$ cat config.mk
export PLATFORM = sky130hd
export DESIGN_NAME = node_clock_link_watchdog_config
export DESIGN_NICKNAME = d
export VERILOG_FILES = /design/src/node_cfg_pkg.sv /design/src/node_clock_link_watchdog_config.sv
export VERILOG_INCLUDE_DIRS = /design/src
export SDC_FILE = /design/constraint.sdc
export NUM_CORES = 1
export LEC_CHECK = 0
export BUFFER_PORTS_ARGS = -buffer_cell sky130_fd_sc_hd__buf_2
export CAP_MARGIN = 20
export CORE_MARGIN = 2
export CORE_UTILIZATION = 57
export CTS_CLUSTER_SIZE = 30
export DETAILED_ROUTE_END_ITERATION = 8
export PLACE_DENSITY = 0.79
export SLEW_MARGIN = 10
export SYNTH_ARGS = -nofsm -noshare
export SYNTH_HDL_FRONTEND = slang
export SYNTH_SLANG_ARGS = --single-unit
$ cat constraint.sdc
create_clock -name clk_sys_in -period 7.6 [get_ports clk_sys_in]
set_input_delay 0.38 -clock clk_sys_in [delete_from_list [all_inputs] [get_ports clk_sys_in]]
set_output_delay 0.38 -clock clk_sys_in [all_outputs]
set_load 0.05 [all_outputs]
$ cat src/node_cfg_consts.svh
`ifndef NODE_CFG_CONSTS_SVH
`define NODE_CFG_CONSTS_SVH
// register offsets
`define FREQ_OFS 8'h51
`define LINK_OFS 8'h80
`define WDT_OFS 8'hd6
`define WDK_OFS 8'hd7
// frequency field
`define FREQ_RST 7'h19
`define FREQ_MIN 7'h05
`define FREQ_MAX 7'h64
`define FREQ_MSB 6
// link field positions
`define LNK_ERR 27
`define LNK_ISS 26
`define LNK_CRD 25
`define LNK_INIT 24
`define LNK_RXR 23
`define TGAP_MSB 21
`define TGAP_LSB 11
`define KGAP_MSB 10
`define GAP_RST 11'h001
// watchdog
`define WDT_RST 16'h03e8
`define WDK_MAGIC 32'h0d15ab1e
`define WDK_ENABLE 32'h00000000
// tick period in ms, oscillator cycles per MHz per ms
`define TICK_MS 1
`define KHZ_PER_MHZ 1000
// system reset hold, oscillator cycles
`define SYS_RST_HOLD 524288
`endif

$ cat src/node_cfg_pkg.sv
package node_cfg_pkg;
	typedef logic [6:0] freq_t;     // whole MHz
	typedef logic [10:0] gap_t;     // link spacing
	typedef logic [15:0] wd_cnt_t;  // watchdog ticks
	typedef logic [16:0] pre_t;     // prescaler count
	typedef enum logic [2:0] {
		WD_OFF  = 3'b001,
		WD_RUN  = 3'b010,
		WD_HOLD = 3'b100
	} wd_state_t;
endpackage : node_cfg_pkg

$ cat src/node_clock_link_watchdog_config.sv
// Summary of operation
// - keep 7-bit MHz field, reset 25
// - out-of-range frequency write ignored and NACKed
// - timings derive from programmed frequency
// - error flag sets on event, read clears
// - read-only issued and held credit flags
// - init clears credit, sends credit request
// - receiver reset pulse, self clearing
// - transition spacing field, reset 1
// - token spacing field, reset 1
// - watchdog counts in 1 ms ticks
// - watchdog counts only in active state
// - timeout write needs complement, else NACK
// - valid kick restarts countdown
// - counter readable high half, timeout 1000
// - expiry triggers a reset
// - zero enables, magic disables and resets, except during the reset hold
// - key resets to magic, watchdog off
// - expiry reset is a full system reset
//
// Implementation choice: strobed register access.
`include "node_cfg_consts.svh"
`timescale 1ns/1ps
`default_nettype none
module node_clock_link_watchdog_config
	import node_cfg_pkg::*;
#(
	parameter int RST_HOLD_CYC = `SYS_RST_HOLD
) (
	input  wire logic        clk_sys_in,
	input  wire logic        rst_in,
	input  wire logic        ce_in,
	input  wire logic [7:0]  addr_in,
	input  wire logic [31:0] wdata_in,
	input  wire logic        wr_in,
	input  wire logic        rd_in,
	output logic      [31:0] rdata_out,
	output logic             ack_out,
	output logic             nack_out,
	input  wire logic        link_err_in,
	input  wire logic        credit_issued_in,
	input  wire logic        credit_rx_in,
	output logic             credit_request_token_out,
	output logic             rx_reset_out,
	output logic      [10:0] trans_gap_out,
	output logic      [10:0] token_gap_out,
	input  wire logic        active_power_state_in,
	output logic             tick_1khz_out,
	output logic      [6:0]  freq_mhz_out,
	output logic             system_reset_out
);
	// decoded accesses
	logic wr_freq;
	logic wr_link;
	logic wr_wdt;
	logic wr_wdk;
	logic rd_link;
	logic freq_ok;   // written MHz within range
	logic pair_ok;   // timeout paired with complement
	assign wr_freq = wr_in && addr_in == `FREQ_OFS;
	assign wr_link = wr_in && addr_in == `LINK_OFS;
	assign wr_wdt  = wr_in && addr_in == `WDT_OFS;
	assign wr_wdk  = wr_in && addr_in == `WDK_OFS;
	assign rd_link = rd_in && addr_in == `LINK_OFS;
	assign freq_ok = wdata_in[`FREQ_MSB:0] >= `FREQ_MIN
		&& wdata_in[`FREQ_MSB:0] <= `FREQ_MAX
		&& wdata_in[31:7] == 25'h0000000;
	assign pair_ok = wdata_in[31:16] == ~wdata_in[15:0];

	// prescaler terminal count for one ms
	function automatic pre_t tick_limit(input freq_t mhz);
		logic [23:0] prod;
		prod = 24'(mhz) * 24'(`KHZ_PER_MHZ * `TICK_MS);
		return pre_t'(prod - 24'h000001);
	endfunction : tick_limit

	// state registers
	freq_t     freq_q;      // oscillator MHz
	logic      err_q;       // link error flag
	logic      crd_q;       // transmit credit held
	logic      creq_q;      // credit request pulse
	logic      rxr_q;       // receiver reset pulse
	gap_t      tgap_q;      // transition spacing
	gap_t      kgap_q;      // token spacing
	wd_cnt_t   tmo_q;       // programmed timeout
	wd_cnt_t   cnt_q;       // running countdown
	logic [31:0] key_q;     // disable key
	wd_state_t wd_q;        // watchdog state
	pre_t      pre_q;       // prescaler count
	logic      tick_q;      // 1 kHz tick pulse
	logic [19:0] hold_q;    // reset hold count
	logic      ack_q;       // accepted write answer
	logic      nack_q;      // refused write answer
	logic [31:0] rdata_q;   // registered read data

	// frequency field, range checked
	always_ff @(posedge clk_sys_in) begin
		if (rst_in) begin
			freq_q <= `FREQ_RST;
		end else if (ce_in && wr_freq && freq_ok) begin
			freq_q <= wdata_in[`FREQ_MSB:0];
		end
	end

	// write answer: ack or nack one cycle later
	always_ff @(posedge clk_sys_in) begin
		if (rst_in) begin
			ack_q  <= 1'b0;
			nack_q <= 1'b0;
		end else if (ce_in) begin
			// unmapped write is nacked
			ack_q <= (wr_freq && freq_ok) || wr_link
				|| (wr_wdt && pair_ok) || wr_wdk;
			nack_q <= wr_in && !((wr_freq && freq_ok)
				|| wr_link || (wr_wdt && pair_ok)
				|| wr_wdk);
		end
	end

	// link error flag: set beats read clear
	always_ff @(posedge clk_sys_in) begin
		if (rst_in) begin
			err_q <= 1'b0;
		end else if (ce_in) begin
			if (link_err_in) begin
				err_q <= 1'b1;
			end else if (rd_link) begin
				err_q <= 1'b0;
			end
		end
	end

	// transmit credit: arriving credit beats init clear
	always_ff @(posedge clk_sys_in) begin
		if (rst_in) begin
			crd_q <= 1'b0;
		end else if (ce_in) begin
			if (credit_rx_in) begin
				crd_q <= 1'b1;
			end else if (wr_link && wdata_in[`LNK_INIT]) begin
				crd_q <= 1'b0;
			end
		end
	end

	// self-clearing link command pulses
	always_ff @(posedge clk_sys_in) begin
		if (rst_in) begin
			creq_q <= 1'b0;
			rxr_q  <= 1'b0;
		end else if (ce_in) begin
			creq_q <= wr_link && wdata_in[`LNK_INIT];
			rxr_q  <= wr_link && wdata_in[`LNK_RXR];
		end
	end

	// spacing fields
	always_ff @(posedge clk_sys_in) begin
		if (rst_in) begin
			tgap_q <= `GAP_RST;
			kgap_q <= `GAP_RST;
		end else if (ce_in && wr_link) begin
			tgap_q <= wdata_in[`TGAP_MSB:`TGAP_LSB];
			kgap_q <= wdata_in[`KGAP_MSB:0];
		end
	end

	// 1 kHz prescaler from oscillator clock
	always_ff @(posedge clk_sys_in) begin
		if (rst_in) begin
			pre_q  <= 17'h00000;
			tick_q <= 1'b0;
		end else if (ce_in) begin
			// restart on frequency change
			if (wr_freq && freq_ok) begin
				pre_q  <= 17'h00000;
				tick_q <= 1'b0;
			end else if (pre_q >= tick_limit(freq_q)) begin
				pre_q  <= 17'h00000;
				tick_q <= 1'b1;
			end else begin
				pre_q  <= pre_q + 17'h00001;
				tick_q <= 1'b0;
			end
		end
	end

	// timeout field, accepted only when paired
	always_ff @(posedge clk_sys_in) begin
		if (rst_in) begin
			tmo_q <= `WDT_RST;
		end else if (ce_in && wr_wdt && pair_ok) begin
			tmo_q <= wdata_in[15:0];
		end
	end

	// disable key register
	always_ff @(posedge clk_sys_in) begin
		if (rst_in) begin
			key_q <= `WDK_MAGIC;
		end else if (ce_in && wr_wdk) begin
			key_q <= wdata_in;
		end
	end

	// watchdog state and countdown
	always_ff @(posedge clk_sys_in) begin
		if (rst_in) begin
			wd_q   <= WD_OFF;
			cnt_q  <= 16'h0000;
			hold_q <= 20'h00000;
		end else if (ce_in) begin
			unique case (wd_q)
				WD_OFF: begin
					// zero write arms the countdown
					if (wr_wdk && wdata_in == `WDK_ENABLE) begin
						wd_q  <= WD_RUN;
						cnt_q <= tmo_q;
					end
				end
				WD_RUN: begin
					if (wr_wdk && wdata_in == `WDK_MAGIC) begin
						wd_q  <= WD_OFF;
						cnt_q <= 16'h0000;
					end else if (wr_wdt && pair_ok) begin
						cnt_q <= wdata_in[15:0];
					end else if (tick_q && active_power_state_in) begin
						// counts ms ticks while active only
						if (cnt_q <= 16'h0001) begin
							wd_q   <= WD_HOLD;
							cnt_q  <= 16'h0000;
							hold_q <= 20'h00000;
						end else begin
							cnt_q <= cnt_q - 16'h0001;
						end
					end
				end
				WD_HOLD: begin
					// stretch the system reset
					if (hold_q >= 20'(RST_HOLD_CYC - 1)) begin
						wd_q  <= WD_RUN;
						cnt_q <= tmo_q;
					end else begin
						hold_q <= hold_q + 20'h00001;
					end
				end
			endcase
		end
	end

	// read data, one cycle after strobe
	always_ff @(posedge clk_sys_in) begin
		if (rst_in) begin
			rdata_q <= 32'h00000000;
		end else if (ce_in) begin
			rdata_q <= 32'h00000000;
			if (rd_in) begin
				unique case (addr_in)
					`FREQ_OFS: rdata_q <= {25'h0000000, freq_q};
					`LINK_OFS: rdata_q <= {4'h0, err_q,
						credit_issued_in, crd_q, 3'h0,
						tgap_q, kgap_q};
					`WDT_OFS: rdata_q <= {cnt_q, tmo_q};
					`WDK_OFS: rdata_q <= key_q;
					default: rdata_q <= 32'h00000000;
				endcase
			end
		end
	end

	// outputs
	assign rdata_out     = rdata_q;
	assign ack_out       = ack_q;
	assign nack_out      = nack_q;
	assign credit_request_token_out = creq_q;
	assign rx_reset_out  = rxr_q;
	assign trans_gap_out = tgap_q;
	assign token_gap_out = kgap_q;
	assign tick_1khz_out = tick_q;
	assign freq_mhz_out  = freq_q;
	assign system_reset_out = wd_q == WD_HOLD;

	// checker helper: cycles the system reset has stood so far
	logic [19:0] rst_len_q; // reset length seen by the checks
	always_ff @(posedge clk_sys_in) begin
		if (rst_in) begin
			rst_len_q <= 20'h00000;
		end else if (ce_in) begin
			// restarts whenever the system reset is released
			rst_len_q <= system_reset_out ? rst_len_q + 20'h00001 : 20'h00000;
		end
	end
endmodule : node_clock_link_watchdog_config
`default_nettype wire

# Yosys cells after proc, flatten, opt, wreduce, memory -nomap -nowiden
# Index checks and enable logic that the tools add are counted.
# word_totals
ff_bits	172
in_bits	49
wordCells	113
# classes
addsub	4
mul	1
magnitude_cmp	5
n_eq_ne	20
n_mux	30
bitwise	1
reduce_logical	35
# ops
operator	count
case mux 32 bit (4 select lines)	1
2-to-1 mux 20 bit	5
2-to-1 mux 16 bit	6
case mux 16 bit (3 select lines)	1
case mux 20 bit (2 select lines)	1
2-to-1 mux 17 bit	2
== test 32 x 28 -> 1 bit (second input constant)	1
logical NOT 32 bit	1
2-to-1 mux 32 bit	1
logical NOT 25 bit	1
== test 8 bit (second input constant)	3
logical AND 1 bit	21
adder 20 x 1 -> 20 bit (second input constant)	1
>= comparator 20 x 19 -> 1 bit (second input constant)	1
2-to-1 mux 3 bit	6
adder 17 x 1 -> 17 bit (second input constant)	1
>= comparator 17 bit	1
subtractor 17 x 1 -> 17 bit (second input constant)	1
== test 16 bit	1
less-or-equal comparator 16 x 1 -> 1 bit (second input constant)	1
inverter 16 bit	1
subtractor 16 x 1 -> 16 bit (second input constant)	1
multiplier 7 x 7 -> 14 bit (second input constant)	1
!= test 2 bit (second input constant)	6
18 further kinds	30

# Depth between registers and ports, before layout
# Gate-level depths: netlist (run 1).
# depth
depth_word	9
mapped_depth	22

# Least setup slack after synthesis (run 1)
# No wires, ideal clock.
# synth_path
path_type	register to register
from	register freq_q[1] (netlist: freq_mhz_out[1])
to	register pre_q[12]
setup_ps	87
arrival_time_ps	6364
path_slack_ps	1149
stages_incl_launch_ff	22
path_buffers	1
cell_sequence	dfxtp_1 -> fa_1 -> fa_1 -> inv_1 -> fa_1 -> fa_1 -> inv_1 -> ha_1 -> and3_1 -> a22oi_1 -> nor2b_1 -> xor2_1 -> nand4b_1 -> nor4_1 -> xnor3_1 -> ha_1 -> a21oi_1 -> o21ai_0 -> a21oi_1 -> nand4_1 -> buf_2 -> o31ai_1
# synth_between
elab_chain_cells	5
# synth_lines
item	line_no	source
start: declaration	node_clock_link_watchdog_config.sv:78	freq_t freq_q;
start signal: assignment	node_clock_link_watchdog_config.sv:99	freq_q <= `FREQ_RST;
start signal: assignment	node_clock_link_watchdog_config.sv:101	freq_q <= wdata_in[`FREQ_MSB:0];
multiplier 7 x 7 -> 14 bit	node_clock_link_watchdog_config.sv:73	prod = 24'(mhz) * 24'(`KHZ_PER_MHZ * `TICK_MS);
subtractor 17 x 1 -> 17 bit	node_clock_link_watchdog_config.sv:74	return pre_t'(prod - 24'h000001);
>= comparator 17 bit	node_clock_link_watchdog_config.sv:178	end else if (pre_q >= tick_limit(freq_q)) begin
2-to-1 mux 17 bit	node_clock_link_watchdog_config.sv:178	
2-to-1 mux 17 bit	node_clock_link_watchdog_config.sv:175	if (wr_freq && freq_ok) begin
end signal: assignment	node_clock_link_watchdog_config.sv:182	pre_q <= pre_q + 17'h00001;
end: declaration	node_clock_link_watchdog_config.sv:89	pre_t pre_q;
# No other way between the ends.
# A chain may end at the register's enable or synchronous reset.

# Worst setup path after layout (run 1)
# layout_path
from	register freq_q[1] (netlist: freq_mhz_out[1])
to	register pre_q[16]
# Same word-level chain as after synthesis.

==> impl_metrics.json, run 1 <==
{
  "status": "finished clean",
  "post-route-period-util": 0.9011,
  "grt_max_degree": 99,
  "ios": 116,
  "synth_enable_flop_cells": 0,
  "slew_violations": 0,
  "final_cell_area_um2": 11360,
  "worst_r2r_endpoint": "pre_q[16]$_SDFFE_PP0P_",
  "synthCells": 1237,
  "synthDistinctLibCells": 67,
  "cts_hold_buf": 0,
  "core_area_um2": 17300,
  "drtAntennaViolNets": 0,
  "cp.arrival_ns": 7.17,
  "postSynthAreaPerCell_um2": 8.166,
  "rsz0062_at_grt": "no",
  "viasPerCell": 6.213,
  "tns_ns": 0,
  "max_freq_mhz": 146.0,
  "syn_to_final_growth_pct": 12.49,
  "tightest_slew_ns": 1.061,
  "seq_area_um2": 3443,
  "cts_num_sinks": 172,
  "synth_top_area_frac": 0.3409,
  "yosysSeqAreaShare": 0.3409,
  "min_to": "pre_q[10]$_SDFFE_PP0P_",
  "cp_cell_sequence": "fa_1, fa_1, inv_1, fa_1, fa_1, inv_1, ha_1, and3_1, a22oi_1, nor2b_1, xor2_1, nand4b_1, nor4_1, xnor3_1, ha_1, a21oi_1, o21ai_0, a21oi_1, nand4_1, o41ai_1",
  "synth_top_cell_by_area": "dfxtp_1",
  "cts.clk_slew.worst_paths_ns": 0.07,
  "synth_area_leaders": "dfxtp_1, nand2_1, ha_1, a21oi_1, mux2i_1",
  "min_delay_path_depth": 2,
  "routed_wl_mm": 28.76,
  "design.die.area_um2": 18800,
  "reg2regPathDepth": 20,
  "post_dp_cell_area_um2": 10740,
  "post-route-min-period_ns": 6.849,
  "drc": 0,
  "placementRows": 48,
  "cp-end-kind": "register",
  "reg2reg_from": "freq_mhz_out[1]$_SDFFE_PP0P_",
  "dp.cells": 1510,
  "p_total_mw": 2.084,
  "grt_pass1_vias": 8939,
  "multi_input_area_um2": 6200,
  "cp_slowest_cell": "dfxtp_1",
  "wl_per_cell_um": 18.64,
  "cts_made_buffers": 17,
  "final_cells": 1543,
  "p_leak_nw": 4.814,
  "yosysWarnings": 0,
  "cts_root_buf": "clkbuf_16",
  "cp.required_ns": 7.92,
  "p_per_area_nw_per_um2": 183.4,
  "place.gp.congestion": 0.9918,
  "ctsResizeCount": 0,
  "nFillCells": 1479,
  "hold_viol_final": 0,
  "grt_pass1_wl_mm": 46.35,
  "setup_viol": 0,
  "hpwl_mm": 19.89,
  "ff2ff_setup_slack_ns": 0.75,
  "dr_total_vias": 9587,
  "grt-ovfl-total": 0,
  "ir_drop_mv": 0.1784,
  "final_nets": 1426,
  "worstSetupPathType": "reg2reg",
  "hold_start": "rst_in",
  "cts_tree": "done",
  "clockBufferDepth": 2,
  "start_util": 0.5840,
  "first_pass_iters": 7,
  "cap_violations": 0,
  "syn_nets": 1357,
  "synth.most_common_cell": "nand2_1",
  "clock_latency_ns": 0.43,
  "max_stage_delay_ns": 0.59,
  "postCtsSetupRepairBufs": 0,
  "setup.worst_path.start_class": "register",
  "ys_top_cells_by_count": "nand2_1, dfxtp_1, nor2_1",
  "cpMostUsedCell": "fa_1",
  "clock_skew_ns": 0.01194,
  "drive_gt1_frac": 0.1435,
  "synthesis.area_um2": 10100,
  "io_buffers": 115,
  "ys_ff_latch": 172,
  "synth_ff_type": "dfxtp_1",
  "die_h_um": 137.1,
  "whs_ns": 0.1562,
  "fp.dieW_um": 137.1,
  "drtIter0Drc": 919,
  "grt_antenna_before_repair": 1,
  "htree_levels": 4,
  "hold_class": "in2reg",
  "track_usage": 0.3138,
  "max_slew_margin": 0.2928,
  "cp_max_fo": 13,
  "async_reset_ff_frac": 0
}
-- power by group --
group          internal (mW)  switching [mW]  leakage [nW]
clock network          0.501           0.393         0.289
logic                 0.0963           0.159          3.14
registers              0.913          0.0217          1.39
-- how the worst max path moves through the flow --
stage                                             from                     end  slack (ns)  depth (start not counted)
after floorplan           freq_mhz_out[1]$_SDFFE_PP0P_  pre_q[12]$_SDFFE_PP0P_        1.15                         21
after CTS                 freq_mhz_out[1]$_SDFFE_PP0P_  pre_q[16]$_SDFFE_PP0P_        0.74                         20
after detailed placement  freq_mhz_out[1]$_SDFFE_PP0P_  pre_q[16]$_SDFFE_PP0P_        0.76                         20
after global routing      freq_mhz_out[1]$_SDFFE_PP0P_  pre_q[16]$_SDFFE_PP0P_        0.29                         20
final                     freq_mhz_out[1]$_SDFFE_PP0P_  pre_q[16]$_SDFFE_PP0P_        0.75                         20
after global placement    freq_mhz_out[0]$_SDFFE_PP1P_  pre_q[16]$_SDFFE_PP0P_        1.13                         20
-- cell usage in the layout (no fill, tap or decap), types with 41 or more instances in the layout --
cell | netlist | routed
a21oi_1 | 89 | 89
a22oi_1 | 41 | 41
buf_2 | 13 | 114
dfxtp_1 | 172 | 172
ha_1 | 53 | 53
mux2i_1 | 42 | 42
nand2_1 | 203 | 203
nand3_1 | 50 | 50
nor2_1 | 93 | 93
o21ai_0 | 55 | 55
-- routing by layer --
metal / wire length, um / part of all wire / vias up / GRT usage
met3: 1750 / 0.061 / 80 / 0.04889
li1: - / - / 4561 / -
met4: 1065 / 0.037 / 0 / 0.1529
met2: 13990 / 0.49 / 376 / 0.5263
met5: 0 / 0 / - / 0
met1: 11950 / 0.42 / 4570 / 0.3927
-- sequential cells by signal, summed over array words and instances, names as in the netlist, 3 cells and up --
signal	count
hold_q	20
wd_q	3
pre_q	17
trans_gap_out	11
freq_mhz_out	7
token_gap_out	11
key_q	32
tmo_q	16
cnt_q	16
rdata_out	32
-- per-stage QoR --
| step | worst slack [ns] | utilization |
|---|---|---|
| after CTS | 0.7447 | 0.6550 |
| after global placement | 1.133 | 0.6209 |
| after floorplan | 1.149 | - |
| final | 0.7514 | 0.6569 |
| after detailed placement | 0.7632 | 0.6209 |
| after global routing | 0.2881 | 0.6569 |
-- worst max-delay path: cells and delay by family (launching register included) --
kind	cells	cell delay (ns)
AOI/OAI and AO/OA	5	1.20
xor gates and xnor gates	2	0.65
adders and majority gates	6	2.73
buffers and inverters	2	0.10
DFF	1	0.59
and+or+nand+nor	5	1.46
-- logic make-up after synthesis --
kind of cell	count (synthesis)	share of synthesized area
AOI/OAI and AO/OA	271	0.1722
xor gates and xnor gates	54	0.04818
adders and majority gates	71	0.1013
buffers and inverters	119	0.04657
DFF	172	0.3409
muxes	50	0.05054
and+or+nand+nor	500	0.2403
-- cell type report --
class	instances	area share
repair buffers	128	0.06079
clock inverters	12	0.01332
diodes	1	0.0002202
clock buffers	18	0.03865
inverters	41	0.01354
multi-input cells	946	0.5456
flip-flops and latches	172	0.3031
well taps	225	0.02478
No activity file was read; power rests on OpenSTA's default activity.
==> inputs of run 2 (changes only) <==
- CORE_UTILIZATION: 57 -> 40
- PLACE_DENSITY: 0.79 -> default
- clock period: 7.6 -> 8.15 ns (I/O delays scaled with it)
==> run 2 against run 1 <==
- via count shrank 3.0%
- design area grew 0.97%
- core utilization fell by 20 points
- clock skew down 0.0014 ns
==> impl_metrics.json, run 2 (synthesized netlist as in run 1, its figures left out) <==
{
  "status": "finished clean",
  "cp.arrival_ns": 7.25,
  "grt-ovfl-total": 0,
  "cp_cell_sequence": "fa_1, fa_1, inv_1, fa_1, fa_1, inv_1, ha_1, and3_1, a22oi_1, nor2b_1, xor2_1, nand4b_1, nor4_1, xnor3_1, ha_1, a21oi_1, o21ai_0, a21oi_1, buf_4, nand4_1, o41ai_1",
  "first_pass_iters": 6,
  "post_dp_cell_area_um2": 10890,
  "cp-end-kind": "register",
  "p_leak_nw": 4.808,
  "place.gp.congestion": 0.9400,
  "dp.cells": 1618,
  "critPathLaunch": "freq_mhz_out[1]$_SDFFE_PP0P_",
  "cpMostUsedCell": "fa_1",
  "core_area_um2": 24960,
  "hold_viol_final": 0,
  "io_buffers": 115,
  "clock_latency_ns": 0.43,
  "cts.clk_slew.worst_paths_ns": 0.07,
  "path_delay_family": "adder cells",
  "die_h_um": 162.9,
  "worstSetupPathType": "reg2reg",
  "tns_ns": 0,
  "grt_max_degree": 65,
  "final_cell_area_um2": 11470,
  "hold_class": "in2reg",
  "postCtsSetupRepairBufs": 0,
  "final_common_cell": "nand2_1",
  "crit_buf_inv": 3,
  "final_cells": 1652,
  "final_nets": 1428,
  "setup.worst_path.start_class": "register",
  "ctsResizeCount": 0,
  "layout_common_cells": "nand2_1, dfxtp_1, buf_2, nor2_1, a21oi_1",
  "drive_gt1_frac": 0.1446,
  "track_usage": 0.2245,
  "drtIter0Drc": 636,
  "ios": 116,
  "cts_made_buffers": 17,
  "post-route-min-period_ns": 6.923,
  "drtAntennaViolNets": 0,
  "htree_levels": 4,
  "cts_root_buf": "clkbuf_16",
  "max_slew_margin": 0.2944,
  "max_stage_delay_ns": 0.56,
  "cts_num_sinks": 172,
  "max_freq_mhz": 144.4,
  "p_per_area_nw_per_um2": 165.7,
  "cp.required_ns": 8.48,
  "clock_skew_ns": 0.01052,
  "ir_drop_mv": 0.1310,
  "tightest_slew_ns": 1.056,
  "rsz0062_at_grt": "no",
  "final_util": 0.4596,
  "cap_violations": 0,
  "dr_total_vias": 9301,
  "design.die.area_um2": 26540,
  "viasPerCell": 5.630,
  "fp.dieW_um": 162.9,
  "start_util": 0.4046,
  "post-route-period-util": 0.8495,
  "setup_viol": 0,
  "grt_antenna_before_repair": 1,
  "syn_to_final_growth_pct": 13.58,
  "drc": 0,
  "routed_wl_mm": 29.70,
  "whs_ns": 0.2382,
  "cts_tree": "done",
  "cp_max_fo": 18,
  "grt_pass1_wl_mm": 47.47,
  "reg2reg_from": "freq_mhz_out[1]$_SDFFE_PP0P_",
  "placementRows": 58,
  "hpwl_mm": 21.19,
  "clockBufferDepth": 2,
  "slew_violations": 0,
  "hold_start": "credit_rx_in",
  "wl_per_cell_um": 17.98,
  "grt_pass1_vias": 8775,
  "cts_hold_buf": 0,
  "cp_slowest_cell": "dfxtp_1"
}
[run 2: path summary, 6_finish.rpt]
kind / to / slack (ns) / cells after the start
max reg2reg: pre_q[16]$_SDFFE_PP0P_ / 1.23 / 21
min reg2reg: key_q[25]$_SDFFE_PP0P_ / 0.45 / 2
min: crd_q$_SDFFE_PP0P_ / 0.24 / 3
max: pre_q[16]$_SDFFE_PP0P_ / 1.23 / 21
[run 2: layout make-up]
class	instances	area, um^2
inverters	41	153.9
multi-input cells	946	6200
fillers	2502	13490
diodes	1	2.502
clock buffers	19	432.9
repair buffers	130	698.2
well taps	330	412.9
clock inverters	13	128.9
flip-flops and latches	172	3443
[run 2: per-layer routing]
metal,global-route usage,part of all wire
met2,0.3919,0.50
met5,0,0
met4,0.07804,0.021
met3,0.03438,0.044
met1,0.2813,0.43
[run 2: worst min-delay path: cells and delay by family]
| family | cells | cell delay [ns] |
|---|---|---|
| compound gates | 1 | 0.07 |
| simple gates | 1 | 0.08 |
| buf+inv | 1 | 0.08 |
[run 2: report_power, final]
part	switching [mW]	leakage (nW)	internal (mW)	total, mW
Combinational	0.148	3.14	0.0900	0.238
Clock	0.363	0.275	0.429	0.792
Sequential	0.0205	1.39	0.851	0.871
[run 2: metrics by stage]
step | power, mW | setup slack (ns)
after floorplan | 1.055 | 1.699
after global placement | 1.124 | 1.363
after detailed placement | 1.126 | 1.225
after CTS | 1.913 | 1.210
after global routing | 1.969 | 0.5940
final | 1.901 | 1.227
